--- src/wdf_defs.vh ---
// Constants for the fuse-configured watchdog block.
// Included by wdf_top.v and wdf_tick.v; definitions only.
`ifndef WDF_DEFS_VH
`define WDF_DEFS_VH

// ----------------------------------------------------------------
// Register byte offsets
// ----------------------------------------------------------------
`define WDF_CONFIG_OFF 12'h000
`define WDF_CONTROL_OFF 12'h004
`define WDF_STATUS_OFF 12'h008
`define WDF_IRQ_STAT_OFF 12'h00c
`define WDF_IRQ_MASK_OFF 12'h010
`define WDF_COUNT_OFF 12'h014

// ----------------------------------------------------------------
// Config word field positions
// ----------------------------------------------------------------
`define WDF_PS_LSB 0
`define WDF_PS_MSB 3
`define WDF_PRE_BIT 4
`define WDF_EN_LSB 5
`define WDF_EN_MSB 6
`define WDF_WDIS_BIT 7
`define WDF_WIN_LSB 8
`define WDF_WIN_MSB 9
`define WDF_CFG_RESET 10'h3ff

// ----------------------------------------------------------------
// Control bits and events
// ----------------------------------------------------------------
`define WDF_CTL_SOFT_EN 0
`define WDF_CTL_CLEAR 1
`define WDF_CTL_SLEEP 2
`define WDF_EV_TIMEOUT 0
`define WDF_EV_EARLY 1
`define WDF_EV_BAD_KICK 2
`define WDF_EV_NUM 3

// ----------------------------------------------------------------
// Enable modes and prescaler divides
// ----------------------------------------------------------------
`define WDF_EN_OFF 2'b00
`define WDF_EN_AWAKE 2'b01
`define WDF_EN_SOFT 2'b10
`define WDF_EN_HARD 2'b11
`define WDF_PRE_LONG 8'd128
`define WDF_PRE_SHORT 8'd32

`endif

--- src/wdf_tick.v ---
// Prescaler: one-cycle tick every 128 or 32 run cycles.
// Assumes aclk and a synchronous active-low reset.
`timescale 1ns/1ns
module wdf_tick (
  input wire aclk,
  input wire aresetn,
  input wire run,
  input wire restart,
  input wire prescale_sel,
  output reg tick
);
`include "wdf_defs.vh"
  reg [7:0] cnt_q;
  wire [7:0] last = prescale_sel ? (`WDF_PRE_LONG - 8'd1) : (`WDF_PRE_SHORT - 8'd1);

  // Count run cycles, wrap and pulse
  always @(posedge aclk) begin
    if (!aresetn || restart || !run) begin
      cnt_q <= 8'h00;
      tick <= 1'b0;
    end else if (cnt_q >= last) begin
      cnt_q <= 8'h00;
      tick <= 1'b1;
    end else begin
      cnt_q <= cnt_q + 8'd1;
      tick <= 1'b0;
    end
  end
endmodule // wdf_tick

--- src/wdf_top.v ---
// Watchdog with fuse-style configuration, AXI4-Lite register slave.
// Assumes one clock aclk, synchronous active-low aresetn, 32-bit bus.
// Summary of operation
// - Prescaler divides by 128 or 32
// - Postscale code 1111 gives 32768, 1110 16384
// - Mode 11 runs always, enable and sleep cannot stop; only a config write stops it
// - Mode 10 runs while software enable set
// - Mode 01 runs awake, stops asleep, ignores enable
// - Mode 00 stopped, software enable disabled
// - Window disable one means non-window mode
// - Window 75, 50, 37.5, 25 percent by code
`timescale 1ns/1ns
module wdf_top (
  input wire aclk,
  input wire aresetn,
  input wire [11:0] s_axi_awaddr,
  input wire s_axi_awvalid,
  output reg s_axi_awready,
  input wire [31:0] s_axi_wdata,
  input wire [3:0] s_axi_wstrb,
  input wire s_axi_wvalid,
  output reg s_axi_wready,
  output reg [1:0] s_axi_bresp,
  output reg s_axi_bvalid,
  input wire s_axi_bready,
  input wire [11:0] s_axi_araddr,
  input wire s_axi_arvalid,
  output reg s_axi_arready,
  output reg [31:0] s_axi_rdata,
  output reg [1:0] s_axi_rresp,
  output reg s_axi_rvalid,
  input wire s_axi_rready,
  output reg wdt_reset_q,
  output reg irq_q
);
`include "wdf_defs.vh"

  // ----------------------------------------------------------------
  // State
  // ----------------------------------------------------------------
  reg [9:0] config_q;
  reg soft_en_q;
  reg sleep_q;
  reg [14:0] post_q;
  reg [`WDF_EV_NUM-1:0] stat_q;
  reg [`WDF_EV_NUM-1:0] mask_q;
  reg [11:0] aw_q;
  reg aw_got_q;
  reg [31:0] w_q;
  reg [3:0] ws_q;
  reg w_got_q;
  reg kick_q;
  reg tick_restart_q;
  wire tick;
  wire [3:0] watchdog_postscale_sel = config_q[`WDF_PS_MSB:`WDF_PS_LSB];
  wire watchdog_prescale_sel = config_q[`WDF_PRE_BIT];
  wire [1:0] watchdog_enable_mode = config_q[`WDF_EN_MSB:`WDF_EN_LSB];
  wire window_disable = config_q[`WDF_WDIS_BIT];
  wire [1:0] window_size_sel = config_q[`WDF_WIN_MSB:`WDF_WIN_LSB];

  // ----------------------------------------------------------------
  // Run decision from enable mode
  // ----------------------------------------------------------------
  reg run;
  always @* begin
    case (watchdog_enable_mode)
      `WDF_EN_HARD: run = 1'b1;
      `WDF_EN_SOFT: run = soft_en_q;
      `WDF_EN_AWAKE: run = !sleep_q;
      default: run = 1'b0;
    endcase
  end

  // Last postscale count: ratio 2^code, top code 2^15
  wire [15:0] ratio = 16'h0001 << watchdog_postscale_sel;
  wire [15:0] ratio_m1 = ratio - 16'h0001;
  wire [14:0] post_last = ratio_m1[14:0];

  // Window opens after closed share; share = 1 - window size
  function [14:0] wdf_open_at;
    input [1:0] sel;
    input [15:0] r;
    begin
      case (sel)
        2'b11: wdf_open_at = {1'b0, r[15:2]} * 15'h0003;
        2'b10: wdf_open_at = {2'b00, r[15:3]} * 15'h0005;
        2'b01: wdf_open_at = {r[15:2], 1'b0};
        default: wdf_open_at = {1'b0, r[15:2]};
      endcase
    end
  endfunction
  wire [14:0] open_at = wdf_open_at(window_size_sel, ratio);
  wire window_open = window_disable || (post_q >= open_at);

  wdf_tick u_tick (
    .aclk(aclk),
    .aresetn(aresetn),
    .run(run),
    .restart(tick_restart_q),
    .prescale_sel(watchdog_prescale_sel),
    .tick(tick)
  );

  // ----------------------------------------------------------------
  // Write channel
  // ----------------------------------------------------------------
  wire do_write = aw_got_q && w_got_q && !s_axi_bvalid;
  wire wr_stat = do_write && (aw_q == `WDF_IRQ_STAT_OFF);
  wire wr_ctl = do_write && (aw_q == `WDF_CONTROL_OFF);
  always @(posedge aclk) begin
    if (!aresetn) begin
      s_axi_awready <= 1'b1;
      s_axi_wready <= 1'b1;
      aw_got_q <= 1'b0;
      w_got_q <= 1'b0;
      aw_q <= 12'h000;
      w_q <= 32'h0000_0000;
      ws_q <= 4'h0;
      s_axi_bvalid <= 1'b0;
      s_axi_bresp <= 2'b00;
    end else begin
      if (s_axi_awvalid && s_axi_awready) begin
        aw_q <= s_axi_awaddr;
        aw_got_q <= 1'b1;
        s_axi_awready <= 1'b0;
      end
      if (s_axi_wvalid && s_axi_wready) begin
        w_q <= s_axi_wdata;
        ws_q <= s_axi_wstrb;
        w_got_q <= 1'b1;
        s_axi_wready <= 1'b0;
      end
      if (do_write) begin
        s_axi_bvalid <= 1'b1;
        if (aw_q == `WDF_CONFIG_OFF || aw_q == `WDF_CONTROL_OFF || aw_q == `WDF_IRQ_STAT_OFF
            || aw_q == `WDF_IRQ_MASK_OFF)
          s_axi_bresp <= 2'b00;
        else if (aw_q == `WDF_STATUS_OFF || aw_q == `WDF_COUNT_OFF)
          s_axi_bresp <= 2'b00;
        else
          s_axi_bresp <= 2'b10;
      end
      if (s_axi_bvalid && s_axi_bready) begin
        s_axi_bvalid <= 1'b0;
        aw_got_q <= 1'b0;
        w_got_q <= 1'b0;
        s_axi_awready <= 1'b1;
        s_axi_wready <= 1'b1;
      end
    end
  end

  // ----------------------------------------------------------------
  // Config, control, mask registers
  // ----------------------------------------------------------------
  always @(posedge aclk) begin
    if (!aresetn) begin
      config_q <= `WDF_CFG_RESET;
      soft_en_q <= 1'b0;
      sleep_q <= 1'b0;
      mask_q <= {`WDF_EV_NUM{1'b0}};
      kick_q <= 1'b0;
    end else begin
      kick_q <= wr_ctl && ws_q[0] && w_q[`WDF_CTL_CLEAR];
      if (do_write && aw_q == `WDF_CONFIG_OFF) begin
        if (ws_q[0])
          config_q[7:0] <= w_q[7:0];
        if (ws_q[1])
          config_q[9:8] <= w_q[9:8];
      end
      if (wr_ctl && ws_q[0]) begin
        // Enable bit held low unless mode is software-controlled
        soft_en_q <= w_q[`WDF_CTL_SOFT_EN] && (watchdog_enable_mode == `WDF_EN_SOFT);
        sleep_q <= w_q[`WDF_CTL_SLEEP];
      end else if (watchdog_enable_mode != `WDF_EN_SOFT) begin
        soft_en_q <= 1'b0;
      end
      if (do_write && aw_q == `WDF_IRQ_MASK_OFF && ws_q[0])
        mask_q <= w_q[`WDF_EV_NUM-1:0];
    end
  end

  // ----------------------------------------------------------------
  // Postscaler, window check, timeout
  // ----------------------------------------------------------------
  wire early = kick_q && run && !window_open;
  wire good_kick = kick_q && run && window_open;
  wire bad_kick = kick_q && !run;
  wire timeout = run && tick && (post_q >= post_last);
  always @(posedge aclk) begin
    if (!aresetn) begin
      post_q <= 15'h0000;
      tick_restart_q <= 1'b0;
      wdt_reset_q <= 1'b0;
    end else begin
      tick_restart_q <= good_kick || timeout || early;
      wdt_reset_q <= timeout || early;
      if (good_kick || timeout || early || !run)
        post_q <= 15'h0000;
      else if (tick)
        post_q <= post_q + 15'h0001;
    end
  end

  // Sticky events; set beats write-one-to-clear
  wire [`WDF_EV_NUM-1:0] ev = {bad_kick, early, timeout};
  always @(posedge aclk) begin
    if (!aresetn) begin
      stat_q <= {`WDF_EV_NUM{1'b0}};
      irq_q <= 1'b0;
    end else begin
      stat_q <= (stat_q & ~((wr_stat && ws_q[0]) ? w_q[`WDF_EV_NUM-1:0] : {`WDF_EV_NUM{1'b0}})) | ev;
      irq_q <= |(stat_q & mask_q);
    end
  end

  // ----------------------------------------------------------------
  // Read channel
  // ----------------------------------------------------------------
  always @(posedge aclk) begin
    if (!aresetn) begin
      s_axi_arready <= 1'b1;
      s_axi_rvalid <= 1'b0;
      s_axi_rdata <= 32'h0000_0000;
      s_axi_rresp <= 2'b00;
    end else if (s_axi_arvalid && s_axi_arready) begin
      s_axi_arready <= 1'b0;
      s_axi_rvalid <= 1'b1;
      s_axi_rresp <= 2'b00;
      if (s_axi_araddr == `WDF_CONFIG_OFF)
        s_axi_rdata <= {22'h0, config_q};
      else if (s_axi_araddr == `WDF_CONTROL_OFF)
        s_axi_rdata <= {29'h0, sleep_q, 1'b0, soft_en_q};
      else if (s_axi_araddr == `WDF_STATUS_OFF)
        s_axi_rdata <= {30'h0, window_open, run};
      else if (s_axi_araddr == `WDF_IRQ_STAT_OFF)
        s_axi_rdata <= {29'h0, stat_q};
      else if (s_axi_araddr == `WDF_IRQ_MASK_OFF)
        s_axi_rdata <= {29'h0, mask_q};
      else if (s_axi_araddr == `WDF_COUNT_OFF)
        s_axi_rdata <= {17'h0, post_q};
      else begin
        s_axi_rdata <= 32'h0000_0000;
        s_axi_rresp <= 2'b10;
      end
    end else if (s_axi_rvalid && s_axi_rready) begin
      s_axi_rvalid <= 1'b0;
      s_axi_arready <= 1'b1;
    end
  end
endmodule // wdf_top

--- config.mk ---
export PLATFORM = sky130hd
export DESIGN_NAME = wdf_top
export DESIGN_NICKNAME = d
export VERILOG_FILES = /design/src/wdf_tick.v /design/src/wdf_top.v
export VERILOG_INCLUDE_DIRS = /design/src
export SDC_FILE = /design/constraint.sdc
export NUM_CORES = 1
export LEC_CHECK = 0
export BUFFER_PORTS_ARGS = -buffer_cell sky130_fd_sc_hd__buf_4
export CAP_MARGIN = 25
export CORE_MARGIN = 2
export CORE_UTILIZATION = 30
export DETAILED_ROUTE_END_ITERATION = 10
export GPL_ROUTABILITY_DRIVEN = 1
export SYNTH_ARGS = -nofsm -noshare
export SYNTH_HDL_FRONTEND = slang
export SYNTH_SLANG_ARGS = --single-unit
--- constraint.sdc ---
create_clock -name aclk -period 8.3 [get_ports aclk]
set_clock_uncertainty 0.05 [all_clocks]
set_input_delay 1.245 -clock aclk [delete_from_list [all_inputs] [get_ports aclk]]
set_output_delay 1.245 -clock aclk [all_outputs]
set_load 0.02 [all_outputs]
# Yosys cells after proc, flatten, opt, wreduce, memory -nomap -nowiden
# Cells that the tools add are included.
# Widths: inputs -> output; s select.
# totals
out_inout_bits,43
ff_bits,113
in_bits,67
wordCells,130
# classes
addsub,3
n_shift,1
eq_ne,17
n_mul,2
n_mux,25
reduce_logical,48
order_cmp,3
n_bitwise,5
# op_table
op,n
$mux 15,6
$eq 12x4->1 const B,4
$eq 12x5->1 const B,4
$pmux 15 s3,1
$ge 15x15->1,2
$eq 12x3->1 const B,2
$logic_not 12->1,2
$logic_and 1x1->1,22
$mux 2,8
$shl 1x4->16 const A,1
$add 15x1->15 const B,1
$mul 13x3->15 const B,1
$mul 14x2->15 const B,1
$sub 15x1->15 const B,1
$logic_or 1x1->1,11
$add 8x1->8 const B,1
$eq 2x2->1 const B,4
$ge 8x8->1,1
$mux 1,7
$mux 7,1
$and 3x3->3,2
$reduce_or 2->1,3
$logic_not 1->1,5
$eq 2x1->1 const B,2
9 further kinds,11

# Longest topological paths before layout
# Gate-level depths: netlist of the first run.
# depth
word_depth,10
ltp_mapped,23
depth_no_buf,23

# Hierarchy
# From an unflattened synthesis of the first run, not the netlist that was laid out.
# hier_totals
cells_unflattened,827
area_unflattened_um2,6536.3
# by_module_without_submodules
module,cells_each,area_each_um2,instances,seq_area_each_um2
wdf_top,785,6115.9,1,1701.6
wdf_tick,42,420.4,1,180.2

# Worst setup path after synthesis of the first run
# Ideal clock, no wire load.
# synth_path
kind,register -> register
startpoint,register config_q[0]
endpoint,register s_axi_rdata[1]
setup_ns,0.135
n_path_buf,1
path_slack_ns,3.888
t_required_ns,8.115
path_stages_with_launch,23
period_less_slack_ns,4.412
arrival_ns,4.227
cell_sequence,dfxtp_1 buf_1 nand2_1 nor3_1 ha_1 ha_1 inv_1 fa_1 nor2b_1 o2111ai_1 nand3b_1 xor2_1 a211oi_1 a21oi_1 nand3_1 ha_1 a21o_1 a21oi_1 o22ai_1 nor3_1 o31ai_1 o311ai_0 o21ai_0
# synth_via
elab_chain_len,8
word_cells_on_any_way,9
cone_classes,mul (2); order compare (1); shift (1); mux (4); reduce/logical (1)
# synth_rtl
element,line,text
from (decl),wdf_top.v:41,reg [9:0] config_q;
from (signal assigned),wdf_top.v:158,config_q <= `WDF_CFG_RESET;
from (signal assigned),wdf_top.v:167,config_q[7:0] <= w_q[7:0];
$shl 1x4->16 *,wdf_top.v:75,wire [15:0] ratio = 16'h0001 << watchdog_postscale_sel;
$mul 14x2->15 or $mul 13x3->15 (tied branches),"wdf_top.v:85, wdf_top.v:86",
$pmux 15 s3 *,wdf_top.v:84,case (sel)
$ge 15x15->1 *,wdf_top.v:93,wire window_open = window_disable || (post_q >= open_at);
$logic_or 1x1->1 *,wdf_top.v:93,
$mux 15 *,wdf_top.v:234,else if (s_axi_araddr == `WDF_STATUS_OFF)
$mux 15 *,wdf_top.v:232,else if (s_axi_araddr == `WDF_CONTROL_OFF)
$mux 15 *,wdf_top.v:230,if (s_axi_araddr == `WDF_CONFIG_OFF)
to (signal assigned),wdf_top.v:231,"s_axi_rdata <= {22'h0, config_q};"
to (signal assigned),wdf_top.v:233,"s_axi_rdata <= {29'h0, sleep_q, 1'b0, soft_en_q};"
to (signal assigned),wdf_top.v:235,"s_axi_rdata <= {30'h0, window_open, run};"
to (decl),wdf_top.v:29,"output reg [31:0] s_axi_rdata,"
# Mark *: on every way between the ends. The rest lies on a longest branch, timed or not.
# A chain may end at the register's enable or synchronous reset.

# Worst setup path after layout of the first run
# Same ends and word-level chain as after synthesis.

==> results of run 1 <==
==> cell families (layout without fill, tap and decap cells) <==
logic type	Yosys count	after routing	synth area share
simple gates	316	316	0.228
buf+inv	90	124	0.0633
xor+xnor	44	44	0.0589
mux	15	15	0.0325
flops	94	94	0.288
fa+ha+maj	73	73	0.142
other cells	2	25	0.00115
compound gates	180	180	0.187
==> power groups by stage <==
stage	clock [mW]	sequential [mW]	combinational, mW
floorplan	0	0.490	0.0598
CTS	0.516	0.476	0.0948
global route	0.534	0.478	0.105
detailed placement	0	0.486	0.0946
finish	0.505	0.476	0.0935
global placement	0	0.486	0.0932
==> layout make-up <==
| cell class | count | area share |
|---|---|---|
| multi-input combinational | 653 | 0.569 |
| sequential | 94 | 0.247 |
| timing repair buffer | 72 | 0.0710 |
| tap | 280 | 0.0460 |
| clock buffer | 11 | 0.0319 |
| inverter | 36 | 0.0178 |
| clock inverter | 5 | 0.0169 |
==> sequential cells by signal, summed over array words and instances, names as in the netlist, 2 cells and up <==
| name | count |
|---|---|
| mask_q | 3 |
| ws_q | 2 |
| stat_q | 3 |
| w_q | 10 |
| s_axi_rdata | 15 |
| config_q | 10 |
| aw_q | 12 |
| post_q | 15 |
| u_tick.cnt_q | 8 |
==> worst min-delay path by stage <==
stage	startpoint	cells past startpoint	slack, ns	end
global route	tick_restart_q	1	0.40	u_tick.tick
detailed placement	tick_restart_q	1	0.36	u_tick.tick
floorplan	tick_restart_q	1	0.34	u_tick.tick
finish	tick_restart_q	1	0.36	u_tick.tick
CTS	tick_restart_q	1	0.37	u_tick.tick
global placement	tick_restart_q	1	0.35	u_tick.tick
==> routing by layer <==
layer / vias up / global-route usage / wire length (um)
met5: - / 0 / 0
met2: 126 / 0.237 / 7360
met1: 2630 / 0.203 / 8040
li1: 2920 / - / -
met3: 11 / 0.0192 / 615
met4: 0 / 0.0236 / 119
==> synth_stat cells (13+ instances only) <==
| library cell | n | area share |
|---|---|---|
| dfxtp_1 | 94 | 0.29 |
| inv_1 | 35 | 0.020 |
| nand3_1 | 49 | 0.037 |
| a21oi_1 | 47 | 0.036 |
| nand2_1 | 119 | 0.068 |
| a21boi_0 | 34 | 0.039 |
| a21o_1 | 13 | 0.015 |
| nor2_1 | 64 | 0.037 |
| buf_4 | 19 | 0.022 |
| nor2b_1 | 17 | 0.016 |
| xor2_1 | 19 | 0.025 |
| ha_1 | 71 | 0.14 |
| clkbuf_1 | 28 | 0.016 |
| nor3_1 | 13 | 0.0099 |
| xnor2_1 | 25 | 0.033 |
| o21ai_0 | 27 | 0.021 |
==> through the flow <==
stage,hold WS [ns],utilization
after CTS,0.367,0.352
after global routing,0.402,0.352
final,0.365,0.352
after floorplan,0.341,-
after detailed placement,0.357,0.335
after global placement,0.350,0.335
==> results.json, run 1 <==
{
  "outcome": "completed",
  "hp-class": "register to register",
  "cts_buffer_depth": 2,
  "layoutNonFillerInstCount": 1151,
  "die_x_um": 152,
  "r2r_setup_slack_ns": 2.79,
  "viasPerCell": 4.94,
  "post_cts_resized": 0,
  "synth-edff-count": 0,
  "final_cell_mix": "nand2_1 (119), dfxtp_1 (94), buf_4 (72)",
  "register_area_um2": 1880,
  "grt_usage": 0.144,
  "synthDistinctLibCells": 65,
  "cts_sinks": 94,
  "async_flop_share": 0,
  "core_area_um2": 21600,
  "multi_input_area_um2": 4330,
  "clock.fmax_ghz": 0.181,
  "gp_congestion": 0.849,
  "total_power_mw": 1.07,
  "tightestPinTransition_ns": 1.02,
  "grt_pass1_vias": 5272,
  "placed_area_um2": 7240,
  "fin_tns_setup_ns": 0,
  "drtPass1Iterations": 7,
  "drive_above_1_share": 0.118,
  "pwr-share-clk": 0.470,
  "r2r_cells": 21,
  "dp_hpwl_um": 12300,
  "ys_ff_latch": 94,
  "ys.flop_type": "dfxtp_1",
  "nets": 1006,
  "cp_max_fo": 13,
  "drc": 0,
  "rsz0062_at_grt": "false",
  "p_int_mw": 0.838,
  "cp_top_family": "compound AO/OA/AOI/OAI gates",
  "ys_warn_count": 0,
  "dieArea_um2": 23000,
  "critPathArrivalTime_ns": 5.67,
  "cts-root-buf": "clkbuf_16",
  "ir_drop_mv": 0.107,
  "syn_area_um2": 6540,
  "grt_antenna_before_repair": 0,
  "net-switching-power_mw": 0.237,
  "required_ns": 8.46,
  "cts_tree": "built",
  "cp.buffers_inverters": 2,
  "path_clk_slew_ns": 0.06,
  "layout_commonest_cell": "nand2_1",
  "cp-startpoint": "config_q[0]",
  "postSynthAreaPerCell_um2": 8.04,
  "period_share": 0.664,
  "post-place-cells": 1135,
  "cp.depth": 21,
  "postLayoutCellArea_um2": 7610,
  "crit_path_max_incr_delay_ns": 0.72,
  "clk_latency_ns": 0.34,
  "fin_crit_ns": 5.51,
  "ys_seq_area_frac": 0.288,
  "critPathKind": "register to register",
  "htreeDepth": 3,
  "cp_slowest_cell": "dfxtp_1",
  "power_density_nw_per_um2": 141,
  "wl_um": 16100,
  "final_max_slew_viol_count": 0,
  "portBuffers": 66,
  "relSlewSlack": 0.312,
  "dp_slack_ns": 2.80,
  "combinationalPowerShare": 0.087,
  "ios": 110,
  "p_sw_frac": 0.220,
  "grt_pass1_wl_um": 26700,
  "cp-start-kind": "register",
  "die_h_um": 152,
  "numCtsBuffers": 9,
  "crit_chain": "clkinv_1 > nor2_1 > nand2_1 > inv_1 > ha_1 > ha_1 > a211oi_1 > o21bai_1 > o41a_1 > a21o_1 > a21oi_1 > xnor2_1 > a21oi_1 > ha_1 > a21o_1 > a21oi_1 > o22ai_1 > nor3_1 > o31ai_1 > o311ai_0 > o21ai_0",
  "r2r-start": "config_q[0]",
  "postRouteAntennaNets": 0,
  "crit_end": "s_axi_rdata[1]",
  "fillers": 2278,
  "grt_overflow": 0,
  "seqPwrFrac": 0.443,
  "wl_per_cell_um": 14.0,
  "worstSetupEndpointType": "register",
  "power_leakage_nw": 3.39,
  "fin_ws_ns": 2.79,
  "cts_setup_buffers": 0,
  "syn_inst": 814,
  "hold_viol": 0,
  "initial_core_util": 0.303,
  "setup_violations": 0,
  "reg2reg_to": "s_axi_rdata[1]",
  "vias": 5687,
  "diodes": 0,
  "grt_max_degree": 67,
  "rows": 54,
  "ctsHoldBuffers": 0,
  "syn_to_final_growth_pct": 16.4,
  "drt_iter0_drc": 411,
  "drv_cap": 0
}
(Power assumes the default switching activity.)
==> inputs of run 2 (changes only) <==
--- a/config.mk
+++ b/config.mk
@@ -6,6 +6,7 @@
 export SDC_FILE = /design/constraint.sdc
 export NUM_CORES = 1
 export LEC_CHECK = 0
+export ABC_AREA = 1
 export BUFFER_PORTS_ARGS = -buffer_cell sky130_fd_sc_hd__buf_4
 export CAP_MARGIN = 25
 export CORE_MARGIN = 2
==> constraint.sdc (replaced) <==
create_clock -name aclk -period 4.88 [get_ports aclk]
set_clock_uncertainty 0.05 [all_clocks]
set_input_delay 0.732 -clock aclk [delete_from_list [all_inputs] [get_ports aclk]]
set_output_delay 0.732 -clock aclk [all_outputs]
set_load 0.02 [all_outputs]
==> run 2 against run 1 <==
  * Sequential power is 71% higher
  * Sequential share of layout area shrank 0.76 points
  * Flip-flop and latch count stayed put
  * Register-to-register slack lost 2.1 ns
  * Die area up 4.1%
  * Synthesized area rose by 4.2%
  * Critical endpoint is now wdt_reset_q
==> results.json, run 2 <==
{
  "synth-xor-area-share": 0.0283,
  "die_h_um": 155,
  "ios": 110,
  "grt_pass1_wl_um": 28500,
  "viasPerCell": 4.73,
  "cts_tree": "built",
  "ys_seq_area_frac": 0.276,
  "diodes": 0,
  "initial_core_util": 0.303,
  "pwr-share-clk": 0.415,
  "post-place-cells": 1335,
  "cp-start-kind": "register",
  "postLayoutCellArea_um2": 7850,
  "fin_crit_ns": 4.17,
  "critPathArrivalTime_ns": 4.40,
  "drt_iter0_drc": 301,
  "postRouteAntennaNets": 0,
  "ctsHoldBuffers": 0,
  "syn_area_um2": 6820,
  "clock.fmax_ghz": 0.240,
  "syn_inst": 994,
  "drtPass1Iterations": 5,
  "worstSetupEndpointType": "register",
  "layoutNonFillerInstCount": 1351,
  "ys_warn_count": 0,
  "cts_buffer_depth": 2,
  "yosys.cell_count.top_type": "nand2_1",
  "hp-class": "register to register",
  "setup_violations": 0,
  "top_regs": "post_q: 15 flops, s_axi_rdata: 15 flops, aw_q: 12 flops",
  "rows": 55,
  "relSlewSlack": 0.478,
  "clk_latency_ns": 0.35,
  "fillers": 2446,
  "required_ns": 5.10,
  "wl_um": 16900,
  "cts_setup_buffers": 0,
  "p_int_mw": 1.22,
  "dp_hpwl_um": 13500,
  "hold_viol": 0,
  "synth_top_area_share": 0.276,
  "layout_commonest_cell": "nand2_1",
  "nets": 1201,
  "synthDistinctLibCells": 49,
  "post_cts_resized": 0,
  "seqPwrFrac": 0.480,
  "synth_compound_area_frac": 0.151,
  "tightestPinTransition_ns": 0.782,
  "cts_sinks": 94,
  "synthMuxAreaShare": 0.00147,
  "multi_input_area_um2": 4310,
  "net-switching-power_mw": 0.466,
  "synth-edff-count": 0,
  "final_cell_mix": "nand2_1 (183), nor2_1 (131), inv_1 (115)",
  "grt_overflow": 0,
  "dieArea_um2": 23900,
  "ys.flop_type": "dfxtp_1",
  "final_max_slew_viol_count": 0,
  "async_flop_share": 0,
  "ys_ff_latch": 94,
  "ir_drop_mv": 0.143,
  "core_area_um2": 22500,
  "postSynthAreaPerCell_um2": 6.86,
  "path_clk_slew_ns": 0.07,
  "rsz0062_at_grt": "false",
  "p_sw_frac": 0.276,
  "combinationalPowerShare": 0.104,
  "grt_max_degree": 49,
  "register_area_um2": 1880,
  "synth-simple-area-share": 0.301,
  "synth_common_cells": "nand2_1 (183), nor2_1 (131), inv_1 (115)",
  "synth_area_leaders": "dfxtp_1 (28%), ha_1 (13%), nand2_1 (10%)",
  "grt_antenna_before_repair": 0,
  "fin_tns_setup_ns": 0,
  "grt_usage": 0.144,
  "drc": 0,
  "vias": 6394,
  "htreeDepth": 3,
  "die_x_um": 155,
  "placed_area_um2": 7550,
  "outcome": "completed",
  "gp_congestion": 0.866,
  "numCtsBuffers": 9,
  "power_density_nw_per_um2": 215,
  "portBuffers": 66,
  "cts-root-buf": "clkbuf_16",
  "syn_to_final_growth_pct": 15.2,
  "synth_top_family_by_area": "simple AND/OR/NAND/NOR gates",
  "wl_per_cell_um": 12.5,
  "grt_pass1_vias": 5977,
  "drive_above_1_share": 0.126,
  "period_share": 0.855,
  "synth_top_cell_by_area": "dfxtp_1",
  "power_leakage_nw": 3.82,
  "cp_max_fo": 8,
  "drv_cap": 0,
  "synthAdderAreaFrac": 0.136,
  "critPathKind": "register to register"
}
[run 2: power groups by stage]
stage,Sequential [mW],Clock (mW),Combinational (mW)
after global placement,0.829,0,0.175
after detailed placement,0.830,0,0.178
after global routing,0.816,0.741,0.199
final,0.812,0.702,0.177
after floorplan,0.837,0,0.116
after CTS,0.812,0.715,0.178
[run 2: critical path: stages, from the launching register on]
cell and delay, ns:
dfxtp_1 0.53, inv_2 0.07, nor2_1 0.25, nand2_2 0.16, inv_1 0.21, ha_1 0.18, ha_1 0.23, inv_1 0.07
fa_1 0.40, inv_1 0.13, nand3_1 0.08, nand2_1 0.12, nand4_1 0.12, nand2_1 0.09, nand2_1 0.05, nand3_1 0.07
nand2_1 0.06, inv_1 0.05, nand2_1 0.05, nor2_1 0.12, ha_1 0.24, nand2_1 0.06, nor2_1 0.05, a21oi_1 0.29
nand4_1 0.20, a21oi_1 0.17
[run 2: cells by family after synthesis]
group                    Yosys count
multiplexers                       1
AND/OR/NAND/NOR                  457
other                              2
adder cells (fa/ha/maj)           73
flip-flops                        94
buffers and inverters            163
XOR/XNOR                          22
AO/OA/AOI/OAI                    182
[run 2: area by class of cell]
cell class	instances	area share
Clock buffer	9	0.0287
Clock inverter	7	0.00924
Inverter	124	0.0599
Multi-Input combinational cell	760	0.548
Sequential cell	94	0.240
Tap cell	285	0.0454
Timing Repair Buffer	72	0.0688
[run 2: routing by layer]
metal  vias to the layer above  track usage  routed length, um
met5                         -            0                  0
met4                         0       0.0256                118
met2                       125        0.234               7510
met3                        11       0.0258                689
met1                      2875        0.202               8560
li1                       3383            -                  -
[run 2: path summary, 6_finish.rpt]
kind                  startpoint          end  slack (ns)  depth (start not counted)
hold reg to reg   tick_restart_q  u_tick.tick        0.38                          1
setup / recovery     config_q[0]  wdt_reset_q        0.71                         25
setup reg to reg     config_q[0]  wdt_reset_q        0.71                         25
hold / removal    tick_restart_q  u_tick.tick        0.38                          1
[run 2: per-stage QoR]
| stage | worst slack (ns) | power, mW | hold slack (ns) | utilization |
|---|---|---|---|---|
| final | 0.707 | 1.69 | 0.379 | 0.349 |
| after CTS | 0.657 | 1.71 | 0.377 | 0.349 |
| after floorplan | 1.52 | 0.953 | 0.349 | - |
| after global routing | 0.173 | 1.76 | 0.390 | 0.349 |
| after detailed placement | 0.704 | 1.01 | 0.374 | 0.336 |
| after global placement | 0.715 | 1.00 | 0.361 | 0.336 |
